### src/inc/olw_pkg.sv
// Constants and field layouts for the option latches and watchdog
package olw_pkg;
  // Bus widths
  localparam int ADDR_W = 16;
  localparam int DATA_W = 8;
  // Register addresses
  localparam logic [15:0] ADDR_OPT2 = 16'h001e;
  localparam logic [15:0] ADDR_OPT1 = 16'h001f;
  localparam logic [15:0] ADDR_WDOG = 16'hffff;
  // Reset value of both option registers
  localparam logic [7:0] OPT_RST = 8'h00;
  // Writable bits of option register two, reserved read zero
  localparam logic [7:0] OPT2_WMASK = 8'heb;
  // Answer to unmapped reads
  localparam logic [7:0] RD_NONE = 8'h00;
  // Watchdog structure
  localparam int WD_CNT_W = 6;
  localparam int PRESC_W = 12;
  // Prescaler stages below this index survive a service write
  localparam int PRESC_KEEP = 4;
  // Crystal clock cycle counts
  localparam logic [12:0] REC_SHORT = 13'h0020;
  localparam logic [12:0] REC_LONG = 13'h1000;
  localparam logic [12:0] POR_CLR_CYC = 13'h1000;
  localparam logic [5:0] RST_PULSE_CYC = 6'h20;
  // Clock-out divider select codes
  localparam logic [1:0] CKO_OFF = 2'h0;
  localparam logic [1:0] CKO_DIV1 = 2'h1;
  localparam logic [1:0] CKO_DIV2 = 2'h2;
  localparam logic [1:0] CKO_DIV4 = 2'h3;

  // Option register two, bit 7 first
  typedef struct packed {
    logic clock_output_source_sel;
    logic clock_output_div_hi;
    logic clock_output_div_lo;
    logic rsvd4;
    logic timebase_prescale_sel;
    logic rsvd2;
    logic osc_run_in_stop;
    logic serial_baud_source;
  } olw_opt2_type;

  // Option register one, bit 7 first
  typedef struct packed {
    logic watchdog_rate_sel;
    logic voltage_monitor_in_stop;
    logic voltage_monitor_reset_disable;
    logic voltage_monitor_power_disable;
    logic voltage_monitor_range_sel;
    logic short_stop_recovery;
    logic stop_enable;
    logic watchdog_disable;
  } olw_opt1_type;
endpackage : olw_pkg

### src/rtl/olw_top.sv
// Write-once option registers, clock-out divider and watchdog
//
// The address-and-strobe port was decided locally.
`timescale 1ns/1ps

module olw_top #(
  parameter int unsigned P_PRESC_W = olw_pkg::PRESC_W
) (
  input wire logic i_core_clk,
  input wire logic i_arst_n,
  input wire logic i_por_n,
  input wire logic [olw_pkg::ADDR_W-1:0] i_addr,
  input wire logic [olw_pkg::DATA_W-1:0] i_wdata,
  input wire logic i_wr,
  input wire logic i_rd,
  input wire logic [olw_pkg::DATA_W-1:0] i_reset_vec_lo,
  input wire logic i_bus_tick,
  input wire logic i_port_dir,
  input wire logic i_stop_exec,
  input wire logic i_stop_exit,
  input wire logic i_exit_by_reset,
  input wire logic i_monitor_mode,
  input wire logic i_break_state,
  input wire logic i_rst_vtst,
  input wire logic i_irq_vtst,
  input wire logic i_cause_clr,
  output logic [olw_pkg::DATA_W-1:0] o_rdata,
  output logic o_clkout,
  output logic o_clkout_pin_sel,
  output logic o_clkout_pin_oe,
  output logic o_tb_div128_en,
  output logic o_osc_run_in_stop,
  output logic o_serial_baud_bus,
  output logic o_lvm_power_en,
  output logic o_lvm_reset_en,
  output logic o_lvm_stop_en,
  output logic o_lvm_range_5v,
  output logic o_stop_enter,
  output logic o_illegal_stop,
  output logic o_stop_ready,
  output logic o_rst_pin_o,
  output logic o_rst_pin_oe,
  output logic o_wdog_cause
);
  import olw_pkg::*;

  olw_opt1_type opt1_q;
  olw_opt1_type opt1_v;
  olw_opt2_type opt2_q;
  logic opt1_done_q;
  logic opt2_done_q;
  logic range_q;
  logic range_done_q;
  logic [3:0] sync1_q;
  logic [3:0] sync2_q;
  logic test_hold;
  logic wd_active;
  logic [P_PRESC_W-1:0] presc_q;
  logic [WD_CNT_W-1:0] wd_cnt_q;
  logic wd_tick;
  logic wd_ovf;
  logic svc_wr;
  logic stop_ok;
  logic por_clr;
  logic [12:0] por_cnt_q;
  logic por_wait_q;
  logic [5:0] rst_cnt_q;
  logic cause_q;
  logic [12:0] rec_cnt_q;
  logic [1:0] cko_sel;
  logic [1:0] cko_lim;
  logic [1:0] cko_cnt_q;
  logic cko_src_tick;
  logic stop_enter_q;
  logic illegal_q;
  logic rec_done_q;
  logic clkout_q;

  // Address decode of a write strobe
  function automatic logic wr_hit(input logic [15:0] a);
    wr_hit = i_wr && (i_addr == a);
  endfunction : wr_hit

  // Option register two, one write per reset
  always_ff @(posedge i_core_clk or negedge i_arst_n) begin
    if (!i_arst_n) begin
      opt2_q <= olw_opt2_type'(OPT_RST);
      opt2_done_q <= 1'b0;
    end else if (wr_hit(ADDR_OPT2) && !opt2_done_q) begin
      opt2_q <= olw_opt2_type'(i_wdata & OPT2_WMASK);
      opt2_done_q <= 1'b1; // Later writes ignored
    end
  end

  // Option register one, one write per reset
  always_ff @(posedge i_core_clk or negedge i_arst_n) begin
    if (!i_arst_n) begin
      opt1_q <= olw_opt1_type'(OPT_RST); // Rate bit cleared
      opt1_done_q <= 1'b0;
    end else if (wr_hit(ADDR_OPT1) && !opt1_done_q) begin
      opt1_q <= olw_opt1_type'(i_wdata);
      opt1_done_q <= 1'b1; // Later writes ignored
    end
  end

  // Range bit lives in the power-on domain
  always_ff @(posedge i_core_clk or negedge i_por_n) begin
    if (!i_por_n) begin
      range_q <= 1'b0;
      range_done_q <= 1'b0;
    end else if (wr_hit(ADDR_OPT1) && !range_done_q) begin
      range_q <= i_wdata[3];
      range_done_q <= 1'b1;
    end
  end

  // Readback view of register one
  always_comb begin
    opt1_v = opt1_q;
    opt1_v.voltage_monitor_range_sel = range_q;
  end

  // Read data one cycle after the strobe
  always_ff @(posedge i_core_clk or negedge i_arst_n) begin
    if (!i_arst_n) begin
      o_rdata <= RD_NONE;
    end else if (i_rd) begin
      unique case (i_addr)
        ADDR_OPT2: o_rdata <= opt2_q;
        ADDR_OPT1: o_rdata <= opt1_v;
        ADDR_WDOG: o_rdata <= i_reset_vec_lo;
        default: o_rdata <= RD_NONE;
      endcase
    end else begin
      o_rdata <= RD_NONE;
    end
  end

  // Option outputs to the surrounding modules
  assign o_tb_div128_en = opt2_q.timebase_prescale_sel;
  assign o_osc_run_in_stop = opt2_q.osc_run_in_stop;
  assign o_serial_baud_bus = opt2_q.serial_baud_source;
  assign o_lvm_power_en = !opt1_q.voltage_monitor_power_disable;
  assign o_lvm_reset_en = !opt1_q.voltage_monitor_reset_disable;
  assign o_lvm_stop_en = opt1_q.voltage_monitor_in_stop &&
                         !opt1_q.voltage_monitor_power_disable;
  assign o_lvm_range_5v = range_q;

  // Clock-out divider limits
  assign cko_sel = {opt2_q.clock_output_div_hi, opt2_q.clock_output_div_lo};
  always_comb begin
    unique case (cko_sel)
      CKO_OFF: cko_lim = 2'h0;
      CKO_DIV1: cko_lim = 2'h0;
      CKO_DIV2: cko_lim = 2'h1;
      CKO_DIV4: cko_lim = 2'h3;
    endcase
  end
  assign cko_src_tick = opt2_q.clock_output_source_sel ? 1'b1 :
                        i_bus_tick;

  // Clock-out toggle counter
  always_ff @(posedge i_core_clk or negedge i_arst_n) begin
    if (!i_arst_n) begin
      cko_cnt_q <= 2'h0;
      clkout_q <= 1'b0;
    end else if (cko_sel == CKO_OFF) begin
      cko_cnt_q <= 2'h0;
      clkout_q <= 1'b0;
    end else if (cko_src_tick) begin
      if (cko_cnt_q >= cko_lim) begin
        cko_cnt_q <= 2'h0;
        clkout_q <= !clkout_q;
      end else begin
        cko_cnt_q <= cko_cnt_q + 2'h1;
      end
    end
  end

  // Clock-out pin routing
  assign o_clkout = clkout_q;
  assign o_clkout_pin_sel = (cko_sel != CKO_OFF);
  assign o_clkout_pin_oe = o_clkout_pin_sel && i_port_dir;

  // Two-flop synchronisers for mode and test-voltage pins
  always_ff @(posedge i_core_clk or negedge i_arst_n) begin
    if (!i_arst_n) begin
      sync1_q <= 4'h0;
      sync2_q <= 4'h0;
    end else begin
      sync1_q <= {i_monitor_mode, i_break_state, i_rst_vtst, i_irq_vtst};
      sync2_q <= sync1_q;
    end
  end

  // Watchdog hold-off and enable
  assign test_hold = (sync2_q[3] && (sync2_q[1] || sync2_q[0])) ||
                     (sync2_q[2] && sync2_q[1]);
  assign wd_active = !opt1_q.watchdog_disable && !test_hold;

  // Service write and legal stop decode
  assign svc_wr = wr_hit(ADDR_WDOG);
  assign stop_ok = i_stop_exec && opt1_q.stop_enable;

  // Power-on prescaler clear after the settle count
  always_ff @(posedge i_core_clk or negedge i_por_n) begin
    if (!i_por_n) begin
      por_cnt_q <= 13'h0000;
      por_wait_q <= 1'b1;
    end else if (por_wait_q) begin
      por_cnt_q <= por_cnt_q + 13'h0001;
      por_wait_q <= (por_cnt_q != POR_CLR_CYC - 13'h0001);
    end
  end
  assign por_clr = por_wait_q && (por_cnt_q == POR_CLR_CYC - 13'h0001);

  // System prescaler, free running
  always_ff @(posedge i_core_clk or negedge i_arst_n) begin
    if (!i_arst_n) begin
      presc_q <= '0;
    end else if (stop_ok || por_clr) begin
      presc_q <= '0;
    end else if (svc_wr) begin
      presc_q <= presc_q & P_PRESC_W'((1 << PRESC_KEEP) - 1);
    end else begin
      presc_q <= presc_q + 1'b1;
    end
  end

  // Overflow decode of the watchdog counter
  assign wd_tick = &presc_q;
  assign wd_ovf = wd_active && wd_tick &&
                  (opt1_q.watchdog_rate_sel ? wd_cnt_q[0] :
                   &wd_cnt_q);

  // Watchdog counter
  always_ff @(posedge i_core_clk or negedge i_arst_n) begin
    if (!i_arst_n) begin
      wd_cnt_q <= '0;
    end else if (!wd_active || svc_wr || wd_ovf) begin
      wd_cnt_q <= '0;
    end else if (wd_tick) begin
      wd_cnt_q <= wd_cnt_q + 1'b1;
    end
  end

  // Reset pin pulse survives the internal reset it causes
  always_ff @(posedge i_core_clk or negedge i_por_n) begin
    if (!i_por_n) begin
      rst_cnt_q <= 6'h00;
    end else if (wd_ovf) begin
      rst_cnt_q <= RST_PULSE_CYC;
    end else if (rst_cnt_q != 6'h00) begin
      rst_cnt_q <= rst_cnt_q - 6'h01;
    end
  end
  assign o_rst_pin_o = 1'b0;
  assign o_rst_pin_oe = (rst_cnt_q != 6'h00);

  // Watchdog cause flag, set wins over clear
  always_ff @(posedge i_core_clk or negedge i_por_n) begin
    if (!i_por_n) begin
      cause_q <= 1'b0;
    end else if (wd_ovf) begin
      cause_q <= 1'b1;
    end else if (i_cause_clr) begin
      cause_q <= 1'b0;
    end
  end
  assign o_wdog_cause = cause_q;

  // Stop recovery delay counter
  always_ff @(posedge i_core_clk or negedge i_arst_n) begin
    if (!i_arst_n) begin
      rec_cnt_q <= 13'h0000;
      rec_done_q <= 1'b0;
    end else begin
      rec_done_q <= (rec_cnt_q == 13'h0001);
      if (i_stop_exit) begin
        rec_cnt_q <= (i_exit_by_reset || !opt1_q.short_stop_recovery) ?
                     REC_LONG : REC_SHORT;
      end else if (rec_cnt_q != 13'h0000) begin
        rec_cnt_q <= rec_cnt_q - 13'h0001;
      end
    end
  end
  assign o_stop_ready = rec_done_q;

  // Stop instruction outcome pulses
  always_ff @(posedge i_core_clk or negedge i_arst_n) begin
    if (!i_arst_n) begin
      stop_enter_q <= 1'b0;
      illegal_q <= 1'b0;
    end else begin
      stop_enter_q <= stop_ok;
      illegal_q <= i_stop_exec && !opt1_q.stop_enable;
    end
  end
  assign o_stop_enter = stop_enter_q;
  assign o_illegal_stop = illegal_q;
endmodule : olw_top

### config.mk
export PLATFORM = sky130hd
export DESIGN_NAME = olw_top
export DESIGN_NICKNAME = d
export VERILOG_FILES = /design/src/inc/olw_pkg.sv /design/src/rtl/olw_top.sv
export SDC_FILE = /design/constraint.sdc
export NUM_CORES = 1
export LEC_CHECK = 0
export ABC_CLOCK_PERIOD_IN_PS = 2250
export BUFFER_PORTS_ARGS = -buffer_cell sky130_fd_sc_hd__buf_4
export CELL_PAD_IN_SITES_DETAIL_PLACEMENT = 1
export CELL_PAD_IN_SITES_GLOBAL_PLACEMENT = 1
export CORE_MARGIN = 2
export CORE_UTILIZATION = 43
export CTS_BUF_LIST = sky130_fd_sc_hd__clkbuf_4 sky130_fd_sc_hd__clkbuf_8 sky130_fd_sc_hd__clkbuf_16
export DETAILED_ROUTE_END_ITERATION = 16
export MAX_ROUTING_LAYER = met4
export PLACE_DENSITY_LB_ADDON = 0.1
export SLEW_MARGIN = 25
export SYNTH_ARGS = -nofsm -noshare
export SYNTH_HDL_FRONTEND = slang
export SYNTH_SLANG_ARGS = --single-unit
### constraint.sdc
create_clock -name i_core_clk -period 2.25 [get_ports i_core_clk]
set_input_delay 0.45 -clock i_core_clk [delete_from_list [all_inputs] [get_ports i_core_clk]]
set_output_delay 0.45 -clock i_core_clk [all_outputs]
set_load 0.01 [all_outputs]
==> results of run 1 <==
-- cell usage in the layout, fill, tap and decap left out, drive strengths merged, types with 3 or more instances in the layout --
master | netlist | final
a22oi | 5 | 5
nand3 | 18 | 18
buf | 5 | 92
dfrtp | 90 | 90
mux2 | 22 | 22
or2 | 4 | 4
a21oi | 13 | 13
and4 | 4 | 4
nor2 | 25 | 25
nor3b | 4 | 4
and3 | 5 | 5
a211oi | 8 | 8
or4 | 8 | 8
xor2 | 11 | 11
nand2 | 18 | 18
nor3 | 18 | 18
mux2i | 3 | 3
o31ai | 4 | 4
o21ai | 17 | 17
or3 | 10 | 10
clkbuf | 4 | 12
inv | 19 | 19
nor2b | 12 | 12
nand4 | 12 | 12
a32oi | 3 | 3
ha | 9 | 9
nor4 | 7 | 7
xnor2 | 16 | 16
-- Yosys cell counts, types with 2 or more instances --
cell	number	share of area [%]
buf_2	3	0.35
or2_2	4	0.58
inv_1	19	1.7
nand4b_1	2	0.41
a22oi_1	5	0.87
nand2_1	18	1.6
a211oi_1	8	1.4
nor2_1	25	2.2
nand3_1	18	2.1
a41o_1	2	0.47
xnor2_1	16	3.3
and4_1	4	0.82
nor3_1	17	2.0
nand4_1	12	1.7
mux2i_1	3	0.70
o31ai_1	4	0.70
dfrtp_1	90	52
nor2b_1	12	1.7
or4_1	8	1.4
or3_1	10	1.5
a32oi_1	3	0.61
and3_1	5	0.73
xor2_1	11	2.2
o21ai_0	16	1.9
a21oi_1	13	1.5
nor4_1	5	0.73
mux2_2	22	5.8
nand3b_1	2	0.35
a21o_1	2	0.35
clkbuf_1	4	0.35
ha_1	9	2.6
nor3b_1	4	0.70
-- metrics by stage --
| stage | utilization [%] | instances | setup slack [ns] |
|---|---|---|---|
| after floorplan | - | 394 | -0.171 |
| after global placement | 53.1 | 610 | -0.221 |
| after detailed placement | 53.1 | 610 | -0.251 |
| after CTS | 55.7 | 628 | 0.0811 |
| after global routing | 55.7 | 628 | 0.0608 |
| final | 55.7 | 628 | 0.117 |
-- final cells by class --
cell class / instances / area [sq um] / share of cell area (%)
repair buffers: 94 / 736 / 13.6
flip-flops and latches: 91 / 2280 / 42.0
well taps: 133 / 166 / 3.07
inverters: 19 / 71.3 / 1.32
clock buffers: 12 / 159 / 2.93
multi-input cells: 275 / 1940 / 35.7
clock inverters: 4 / 73.8 / 1.36
-- power by group through the flow --
stage | clock network [mW] | logic (mW) | registers (mW)
global route | 1.40 | 0.868 | 1.94
floorplan | 0 | 0.466 | 1.91
global placement | 0 | 0.700 | 1.93
CTS | 1.33 | 0.761 | 1.91
finish | 1.30 | 0.760 | 1.92
detailed placement | 0 | 0.742 | 1.94
-- timing repair --
item | CTS | global route
endpoints found under the setup margin | 0 | 3
gates resized for setup | 0 | 2
setup buffers | 0 | 0
hold buffers | 2 | 0
endpoints found under the hold margin | 25 | 0
-- critical path: stages --
cell and delay, ns:
buf_4 0.11, or4_4 0.55, or4_4 0.58, nor4_4 0.16, buf_4 0.20, mux2_2 0.33
-- per-layer routing --
layer / share of wire [%] / wire length (um) / vias up / global-route usage, %
met3: 2.2 / 245 / 14 / 3.01
met5: 0 / 0 / - / -
met4: 1.6 / 177 / 0 / 8.30
li1: - / - / 1617 / -
met2: 50 / 5510 / 51 / 36.7
met1: 46 / 5010 / 1724 / 28.7
-- registers in the layout (all words and copies together), names as in the netlist, 2 cells and up --
signal,flops
wd_cnt_q,6
sync2_q,4
o_rdata,8
opt1_q,7
rec_cnt_q,13
cko_sel,2
sync1_q,4
presc_q,12
por_cnt_q,13
cko_cnt_q,2
rst_cnt_q,6
-- kinds of logic after synthesis --
group                    count (synthesis)  share of synthesized area, %
adder cells (fa/ha/maj)                  9                          2.62
flip-flops                              91                          53.0
AND/OR/NAND/NOR                        154                          20.7
multiplexers                            25                          6.47
other                                    1                        0.0873
XOR/XNOR                                27                          5.51
buffers and inverters                   28                          2.62
AO/OA/AOI/OAI                           59                          8.97
-- path summary, 6_finish.rpt --
| check | from | endpoint | slack [ns] |
|---|---|---|---|
| max in group asynchronous | i_arst_n | opt1_q[5] | 1.15 |
| min | i_rst_vtst | sync1_q[1] | 0.19 |
| max reg2reg | presc_q[0] | wd_cnt_q[4] | 0.17 |
| min reg2reg | sync1_q[0] | sync2_q[0] | 0.36 |
| max | i_addr[7] | o_osc_run_in_stop | 0.12 |
| min in group asynchronous | i_por_n | rst_cnt_q[2] | 0.52 |
==> summary.md, run 1 <==
| Metric | Value |
|---|---|
| Outcome | complete, no violations |
| Avg WL per Cell | 17.4 um |
| Area growth syn-to-layout | 26.2% |
| Top Ports | 71 |
| Worst hold path type | input port to register |
| CP required | ~2.5 ns |
| Clock sinks | ~90 |
| Final Slew Violations | 0 |
| CTS tree | done |
| Cell-internal power | 2.81 mW |
| Final cycle utilization of the critical path | between 90% and 100% |
| Die Y | between 100 and 150 um |
| Worst hold margin | between 0.15 and 0.2 ns |
| Starting Density | approximately 44% |
| Crit-path max FO | 6 |
| Vias | between 3000 and 4000 |
| Mapped Nets | 450 |
| Worst path arrival time | 2.38 ns |
| CP Launch Type | input port |
| Pwr dens | 733 nW/um^2 |
| Fin nets | roughly 550 |
| Worst vdd ir | 358 uV |
| Final setup viols | 0 |
| Share of cells above drive strength 1 | ~29% |
| Seq pwr share | around half |
| Largest net degree at the start of global routing | slightly above 40 |
| Most used DFF post-synth | dfrtp_1 |
| Clk_lat worst skew | about 0.37 ns |
| RSZ-0062 raised after global routing | no |
| Gp weighted congestion | 0.794 |
| Drt pass-1 iters | 4 |
| Setup Crit Path Kind | input port to register |
| Htree depth | 3 |
| Cell count after synthesis | between 300 and 400 |
| Die X | ~100 um |
| Async SR Flop Fraction | 100% |
| Worst hold stages | 1 |
| Max Cap Violations | 0 |
| FP Rows | 36 |
| Design Area, Final | 5420 sq um |
| Crit path time final | ~2.1 ns |
| Sw power | approximately 1.2 mW |
| Initial DRC Count | 96 |
| Final HPWL DP | 7930 um |
| Worst R2R Path Depth | 6 |
| Sw frac | around 30% |
| Core area | between 9000 and 10000 sq um |
| Via count of the first global-routing pass | around 3700 |
| Worst Setup End Kind | register |
| Yosys Warn Count | 0 |
| Port Buffers | 69 |
| Post-route ant nets | 0 |
| CTS max path bufs | 2 |
| Die footprint | 10800 sq um |
| Clock network fraction of total power | 32.7% |
| EDFF count, synth | 0 |
| Total negative setup slack | 0 ns |
| Reg clk slew, reported paths | approximately 0.080 ns |
| Total Wirelength | ~11000 um |
| Ant diodes | 0 |
| Vias per std cell | 5.42 |
| Synthesized flop and latch total | 91 |
| First-pass GRT wire length | around 19000 um |
| Synth Cell Area | approximately 4300 sq um |
| Combinational share of power | a little under a fifth |
| Final Hold Vio Count | 0 |
| Placed cell areas | about 5200 sq um |
| DRC violation count after routing | 0 |
| Initial antenna violation count | 0 |
| Avg Inst Size Synth | 10.9 sq um |
| Tot Pwr | between 3 and 4 mW |
| Yosys cell types | 50 |
| Fillers | around 1100 |
| Root buffer cell | clkbuf_8 |
| P_leak | 2.56 nW |
| Overall routing resource usage | between 20% and 30% |
| Fmax | roughly 470 MHz |
| Skew final | between 0.009 and 0.01 ns |
| Total congestion overflow | 0 |
| Total CTS buffers | 9 |
| Post-synthesis sequential area ratio | a little over half |
Note: power is estimated with default switching activity, not from simulation.
==> run 2: changes to the inputs <==
--- a/config.mk
+++ b/config.mk
@@ -15,6 +15,7 @@
 export DETAILED_ROUTE_END_ITERATION = 16
 export MAX_ROUTING_LAYER = met4
 export PLACE_DENSITY_LB_ADDON = 0.1
+export RECOVER_POWER = 50
 export SLEW_MARGIN = 25
 export SYNTH_ARGS = -nofsm -noshare
 export SYNTH_HDL_FRONTEND = slang
==> run 2 against run 1 <==
Against the previous run: wire length is 0.59% lower; core utilization is 0.19 points lower; largest cell class unchanged; critical path type unchanged; die area stayed put.
==> summary.md, run 2 (synthesis results as in run 1) <==
| Metric | Value |
|---|---|
| Outcome | complete, no violations |
| DRC violation count after routing | 0 (unchanged) |
| Rel. slew slack | 14.1% |
| CP startpoint | i_addr[7] |
| CTS tree | done |
| Htree depth | 3 (unchanged) |
| Core area | 9730 sq um (unchanged) |
| Worst hold margin | 0.211 ns (+0.0218 ns) |
| Worst hold path type | input port to register |
| Final Slew Violations | 0 (unchanged) |
| Tot Pwr | 3.97 mW (-0.21%) |
| Final HPWL DP | 7930 um (unchanged) |
| Crit path cell chain | buf_4 -> or4_4 -> or4_4 -> nor4_4 -> buf_4 -> mux2_2 |
| Fin nets | 546 (unchanged) |
| Fmax | 468 MHz (about the same) |
| CP required | 2.50 ns (about the same) |
| DP Worst Slack | -0.251 ns (unchanged) |
| Total Wirelength | 10900 um (-0.59%) |
| FP Rows | 36 (unchanged) |
| RSZ-0062 raised after global routing | no |
| Largest net degree at the start of global routing | 41 (unchanged) |
| Avg WL per Cell | 17.3 um (-0.59%) |
| Final cycle utilization of the critical path | 94.9% (about the same) |
| Max stage delay on crit path | 0.58 ns (about the same) |
| Worst vdd ir | 357 uV (about the same) |
| Starting Density | 44.1% (unchanged) |
| CTS max path bufs | 2 (unchanged) |
| Die Y | 104 um (unchanged) |
| Final Hold Vio Count | 0 (unchanged) |
| Ant diodes | 0 (unchanged) |
| Skew final | 0.00980 ns (-0.000203 ns) |
| Crit path time final | 2.14 ns (+0.00173 ns) |
| Post-route ant nets | 0 (unchanged) |
| Vias per std cell | 5.41 (-0.18%) |
| Total negative setup slack | 0 ns (unchanged) |
| Most frequent cells in the layout | dfrtp_1 (90), buf_4 (84), nor2_1 (25) |
| Met2 usage | 36.7% (unchanged) |
| Top flop regs | por_cnt_q x13, rec_cnt_q x13, presc_q x12 |
| Die X | 104 um (unchanged) |
| Worst R2R Start | presc_q[0] |
| Setup Crit Path Kind | input port to register |
| Share of cells above drive strength 1 | 28.9% (-0.40 points) |
| Buf+Inv Stages, Crit Path | 2 (unchanged) |
| Via count of the first global-routing pass | 3739 (unchanged) |
| Pwr dens | 734 nW/um^2 (+0.14%) |
| Crit-path slowest cell | or4_4 |
| Overall routing resource usage | 22.5% (unchanged) |
| Clock sinks | 91 (unchanged) |
| Max Cap Violations | 0 (unchanged) |
| P_leak | 2.55 nW (-0.38%) |
| Root buffer cell | clkbuf_8 |
| Die footprint | 10800 sq um (unchanged) |
| Initial antenna violation count | 0 (unchanged) |
| Worst Hold Launch | i_rst_vtst |
| Crit-path max FO | 6 (unchanged) |
| Top Ports | 71 (unchanged) |
| Total congestion overflow | 0 (unchanged) |
| Worst Setup End Kind | register |
| Drt pass-1 iters | 4 (unchanged) |
| Commonest non-fill, non-tap cell in the layout | dfrtp_1 |
| Clk_lat worst skew | 0.37 ns (about the same) |
| Worst setup margin | 0.115 ns (-0.00173 ns) |
| Port Buffers | 69 (unchanged) |
| Worst path arrival time | 2.38 ns (about the same) |
| Met1 Use GR | 28.7% (unchanged) |
| First-pass GRT wire length | 18900 um (unchanged) |
| Vias | 3400 (-0.18%) |
| Gp weighted congestion | 0.794 (unchanged) |
| Reg clk slew, reported paths | 0.08 ns (about the same) |
| Top cell family by delay on the critical path | simple AND/OR/NAND/NOR gates |
| Slew @ Worst Pin | 1.29 ns |
| Final setup viols | 0 (unchanged) |
| Global route hottest layer | met2 |
| Total CTS buffers | 9 (unchanged) |
| Initial DRC Count | 82 (-15%) |
| GRT met3 Usage | 3.01% (unchanged) |
| CP Launch Type | input port |
| Area growth syn-to-layout | 25.8% |
==> run 2: timing repair <==
action | CTS | global route
endpoints found under the hold margin | 25 | 0
buffers inserted | 0 | 0
endpoints found under the setup margin | 0 | 3
gates resized for setup | 0 | 2
hold buffers | 2 | 0
==> run 2: report_power, final <==
group	switching (mW)	internal [mW]	total (mW)
clock network	0.594	0.700	1.29
registers	0.141	1.78	1.92
logic	0.423	0.333	0.756
total	1.16	2.81	3.97
==> run 2: path summary, 6_finish.rpt <==
check	to	slack (ns)	cells past startpoint
max reg2reg	wd_cnt_q[4]	0.17	6
max in group asynchronous	opt1_q[5]	0.49	3
min	sync1_q[1]	0.21	1
max	o_osc_run_in_stop	0.11	6
min in group asynchronous	presc_q[10]	0.67	2
min reg2reg	sync2_q[0]	0.36	0
==> run 2: through the flow <==
stage	cells	utilization [%]	instance area, sq um
final	628	55.5	5400
after detailed placement	610	53.1	5170
after floorplan	394	-	4330
after global routing	628	55.5	5400
after CTS	628	55.7	5420
after global placement	610	53.1	5170
==> run 2: worst reg2reg max path: stages, from the launching register on <==
cell and delay [ns]:
dfrtp_1 0.36, ha_1 0.18, nand2_1 0.09, or4_4 0.57
buf_4 0.17, or3_1 0.35, a211oi_1 0.27
==> run 2: layout make-up <==
cell class                      instances  area (sq um)
Clock inverter                          4          73.8
Fill cell                            1115          4330
Tap cell                              133           166
Sequential cell                        91          2280
Multi-Input combinational cell        275          1940
Inverter                               19          71.3
Clock buffer                           12           159
Timing Repair Buffer                   94           717
==> run 2: routing by layer <==
metal	vias to the layer above	wire (um)
li1	1617	-
met1	1716	4940
met2	52	5500
met3	15	260
met4	0	176
met5	-	0
==> run 3: changes to the inputs <==
--- a/config.mk
+++ b/config.mk
@@ -10,7 +10,7 @@
 export CELL_PAD_IN_SITES_DETAIL_PLACEMENT = 1
 export CELL_PAD_IN_SITES_GLOBAL_PLACEMENT = 1
 export CORE_MARGIN = 2
-export CORE_UTILIZATION = 43
+export CORE_UTILIZATION = 44
 export CTS_BUF_LIST = sky130_fd_sc_hd__clkbuf_4 sky130_fd_sc_hd__clkbuf_8 sky130_fd_sc_hd__clkbuf_16
 export DETAILED_ROUTE_END_ITERATION = 16
 export MAX_ROUTING_LAYER = met4
==> run 3 against run 2 <==
Against the previous run: the run now ends with capacitance limit, slew limit left; clock skew grew 0.012 ns; non-clock buffer count is 1 lower; die area fell by 2.2%; core utilization fell by 0.25 points; global-route usage decreased by 0.65 points; count of clock-buffer cells in the layout down 3; wire length fell by 2.5%; largest cell class unchanged; final area is 1.4% lower.
==> summary.md, run 3 (synthesis results as in run 1) <==
| Metric | Value |
|---|---|
| Die X | 103 um (-1.1%) |
| Htree depth | 3 (unchanged) |
| Vias per std cell | 5.37 (-0.78%) |
| Worst vdd ir | 318 uV (-11%) |
| Clock sinks | 91 (unchanged) |
| Worst Setup End Kind | register |
| Port Buffers | 69 (unchanged) |
| Final HPWL DP | 7990 um (+0.80%) |
| Final cycle utilization of the critical path | 96.2% (+1.4 points) |
| FP Rows | 36 (unchanged) |
| Post-route ant nets | 0 (unchanged) |
| Final setup viols | 0 (unchanged) |
| Starting Density | 44.6% (+0.41 points) |
| Vias | 3368 (-0.94%) |
| Avg WL per Cell | 16.9 um (-2.4%) |
| Die Y | 103 um (-1.1%) |
| Fillers | 1095 (-1.8%) |
| Overall routing resource usage | 21.8% (-0.65 points) |
| Failing checks | capacitance limit, slew limit |
| CP Launch Type | input port |
| DRC violation count after routing | 0 (unchanged) |
| Fmax | 462 MHz (-1.4%) |
| Top Ports | 71 (unchanged) |
| # Post-CTS Setup Buffers | 0 (unchanged) |
| Skew final | 0.0214 ns (+0.0116 ns) |
| Worst hold stages | 1 (unchanged) |
| Multi-input logic area | 1930 sq um (-0.19%) |
| Total CTS buffers | 9 (unchanged) |
| Slew @ Worst Pin | 1.70 ns (+0.417 ns) |
| Total Wirelength | 10600 um (-2.5%) |
| Via count of the first global-routing pass | 3535 (-5.5%) |
| Total congestion overflow | 0 (unchanged) |
| Top flop regs | por_cnt_q x13, rec_cnt_q x13, presc_q x12 |
| Worst R2R Path Depth | 5 (-1) |
| Final Hold Vio Count | 0 (unchanged) |
| Share of cells above drive strength 1 | 28.5% (-0.35 points) |
| Ant diodes | 0 (unchanged) |
| Worst path arrival time | 2.41 ns (+0.03 ns) |
| Max Cap Violations | 1 (+1) |
| Die footprint | 10600 sq um (-2.2%) |
| Area growth syn-to-layout | 24.1% |
| Commonest non-fill, non-tap cell in the layout | dfrtp_1 |
| Initial DRC Count | 84 (+2.4%) |
| Core area | 9640 sq um (-0.93%) |
| Pwr dens | 694 nW/um^2 (-5.5%) |
| Drt pass-1 iters | 4 (unchanged) |
| Placed cell areas | 5150 sq um (-0.24%) |
| Gp weighted congestion | 0.866 (+9.1%) |
| Crit-path max FO | 6 (unchanged) |
| P_leak | 2.51 nW (-1.6%) |
| Clk_lat worst skew | 0.37 ns (about the same) |
| Root buffer cell | clkbuf_8 |
| Rel. slew slack | -13.7% (-28 points) |
| Most frequent cells in the layout | dfrtp_1 (90), buf_4 (82), nor2_1 (25) |
| CTS tree | done |
| Worst hold path type | input port to register |
| Outcome | complete, but fails checks |
| Design Area, Final | 5330 sq um (-1.4%) |
| Largest net degree at the start of global routing | 30 (-27%) |
| Fin nets | 545 (-0.18%) |
| CTS max path bufs | 2 (unchanged) |
| Crit path time final | 2.17 ns (+0.0304 ns) |
| Worst hold margin | 0.207 ns (-0.00400 ns) |
| Final Slew Violations | 30 (+30) |
| CP required | 2.49 ns (about the same) |
| Register area | 2280 sq um (unchanged) |
| RSZ-0062 raised after global routing | no |
| First-pass GRT wire length | 17400 um (-7.9%) |
| Reg clk slew, reported paths | 0.10 ns (+0.02 ns) |
| Initial antenna violation count | 0 (unchanged) |
| Setup Crit Path Kind | input port to register |
-- run 3: cell types whose count changed in the layout (fill, tap and decap cells not counted), sizes merged --
cell	previous run	this run
buf	85	83
dlygate4sd3	2	1
inv	19	23
clkinvlp	0	2
bufinv	2	0
clkbuf	19	18
clkinv	2	1
-- run 3: per-stage QoR --
| stage | utilization (%) | power (mW) | TNS (ns) | cells | setup slack (ns) |
|---|---|---|---|---|---|
| after floorplan | - | 2.38 | -1.99 | 394 | -0.171 |
| after global placement | 53.5 | 2.64 | -2.72 | 610 | -0.230 |
| after detailed placement | 53.5 | 2.69 | -3.02 | 610 | -0.265 |
| after CTS | 55.5 | 3.74 | 0 | 627 | 0.113 |
| after global routing | 55.3 | 3.93 | 0 | 627 | 0.0242 |
| final | 55.3 | 3.70 | 0 | 627 | 0.0845 |
-- run 3: timing repair --
action / 4_1_cts / 5_1_grt
setup endpoints to repair: 0 / 1
hold buffers: 1 / 0
endpoints found under the hold margin: 22 / 0
resized for setup: 0 / 1
-- run 3: final cells by class --
class | count | area share, %
clock buffer | 9 | 2.32
clock inverter | 7 | 1.08
inverter | 19 | 1.34
multi-input combinational | 275 | 36.3
tap | 133 | 3.12
timing repair buffer | 93 | 13.1
sequential | 91 | 42.7
-- run 3: power by group --
group	switching (mW)	internal (mW)	leakage, nW
Combinational	0.401	0.331	1.20
Clock	0.627	0.419	0.0886
Sequential	0.144	1.78	1.22
Total	1.17	2.53	2.51
-- run 3: per-layer routing --
| metal | up-vias | track usage, % | wire (um) |
|---|---|---|---|
| met5 | - | - | 0 |
| met4 | 0 | 4.86 | 83 |
| met3 | 8 | 3.46 | 273 |
| met2 | 42 | 36.5 | 5390 |
| met1 | 1708 | 28.3 | 4850 |
| li1 | 1610 | - | - |
-- run 3: worst max-delay path, cell delays in order --
cell    delay, ns
buf_4        0.11
or4_4        0.54
or4_4        0.60
nor4_4       0.16
buf_4        0.21
mux2_2       0.34
-- run 3: final timing paths --
kind / slack, ns / from / end
worst max-delay path: 0.08 / i_addr[7] / o_tb_div128_en
worst min-delay path: 0.21 / i_irq_vtst / sync1_q[0]
worst max register to register: 0.14 / presc_q[0] / wd_cnt_q[5]
worst min register to register: 0.36 / sync1_q[1] / sync2_q[1]
max in group asynchronous: 0.54 / i_arst_n / sync1_q[1]
min in group asynchronous: 0.50 / i_arst_n / presc_q[9]
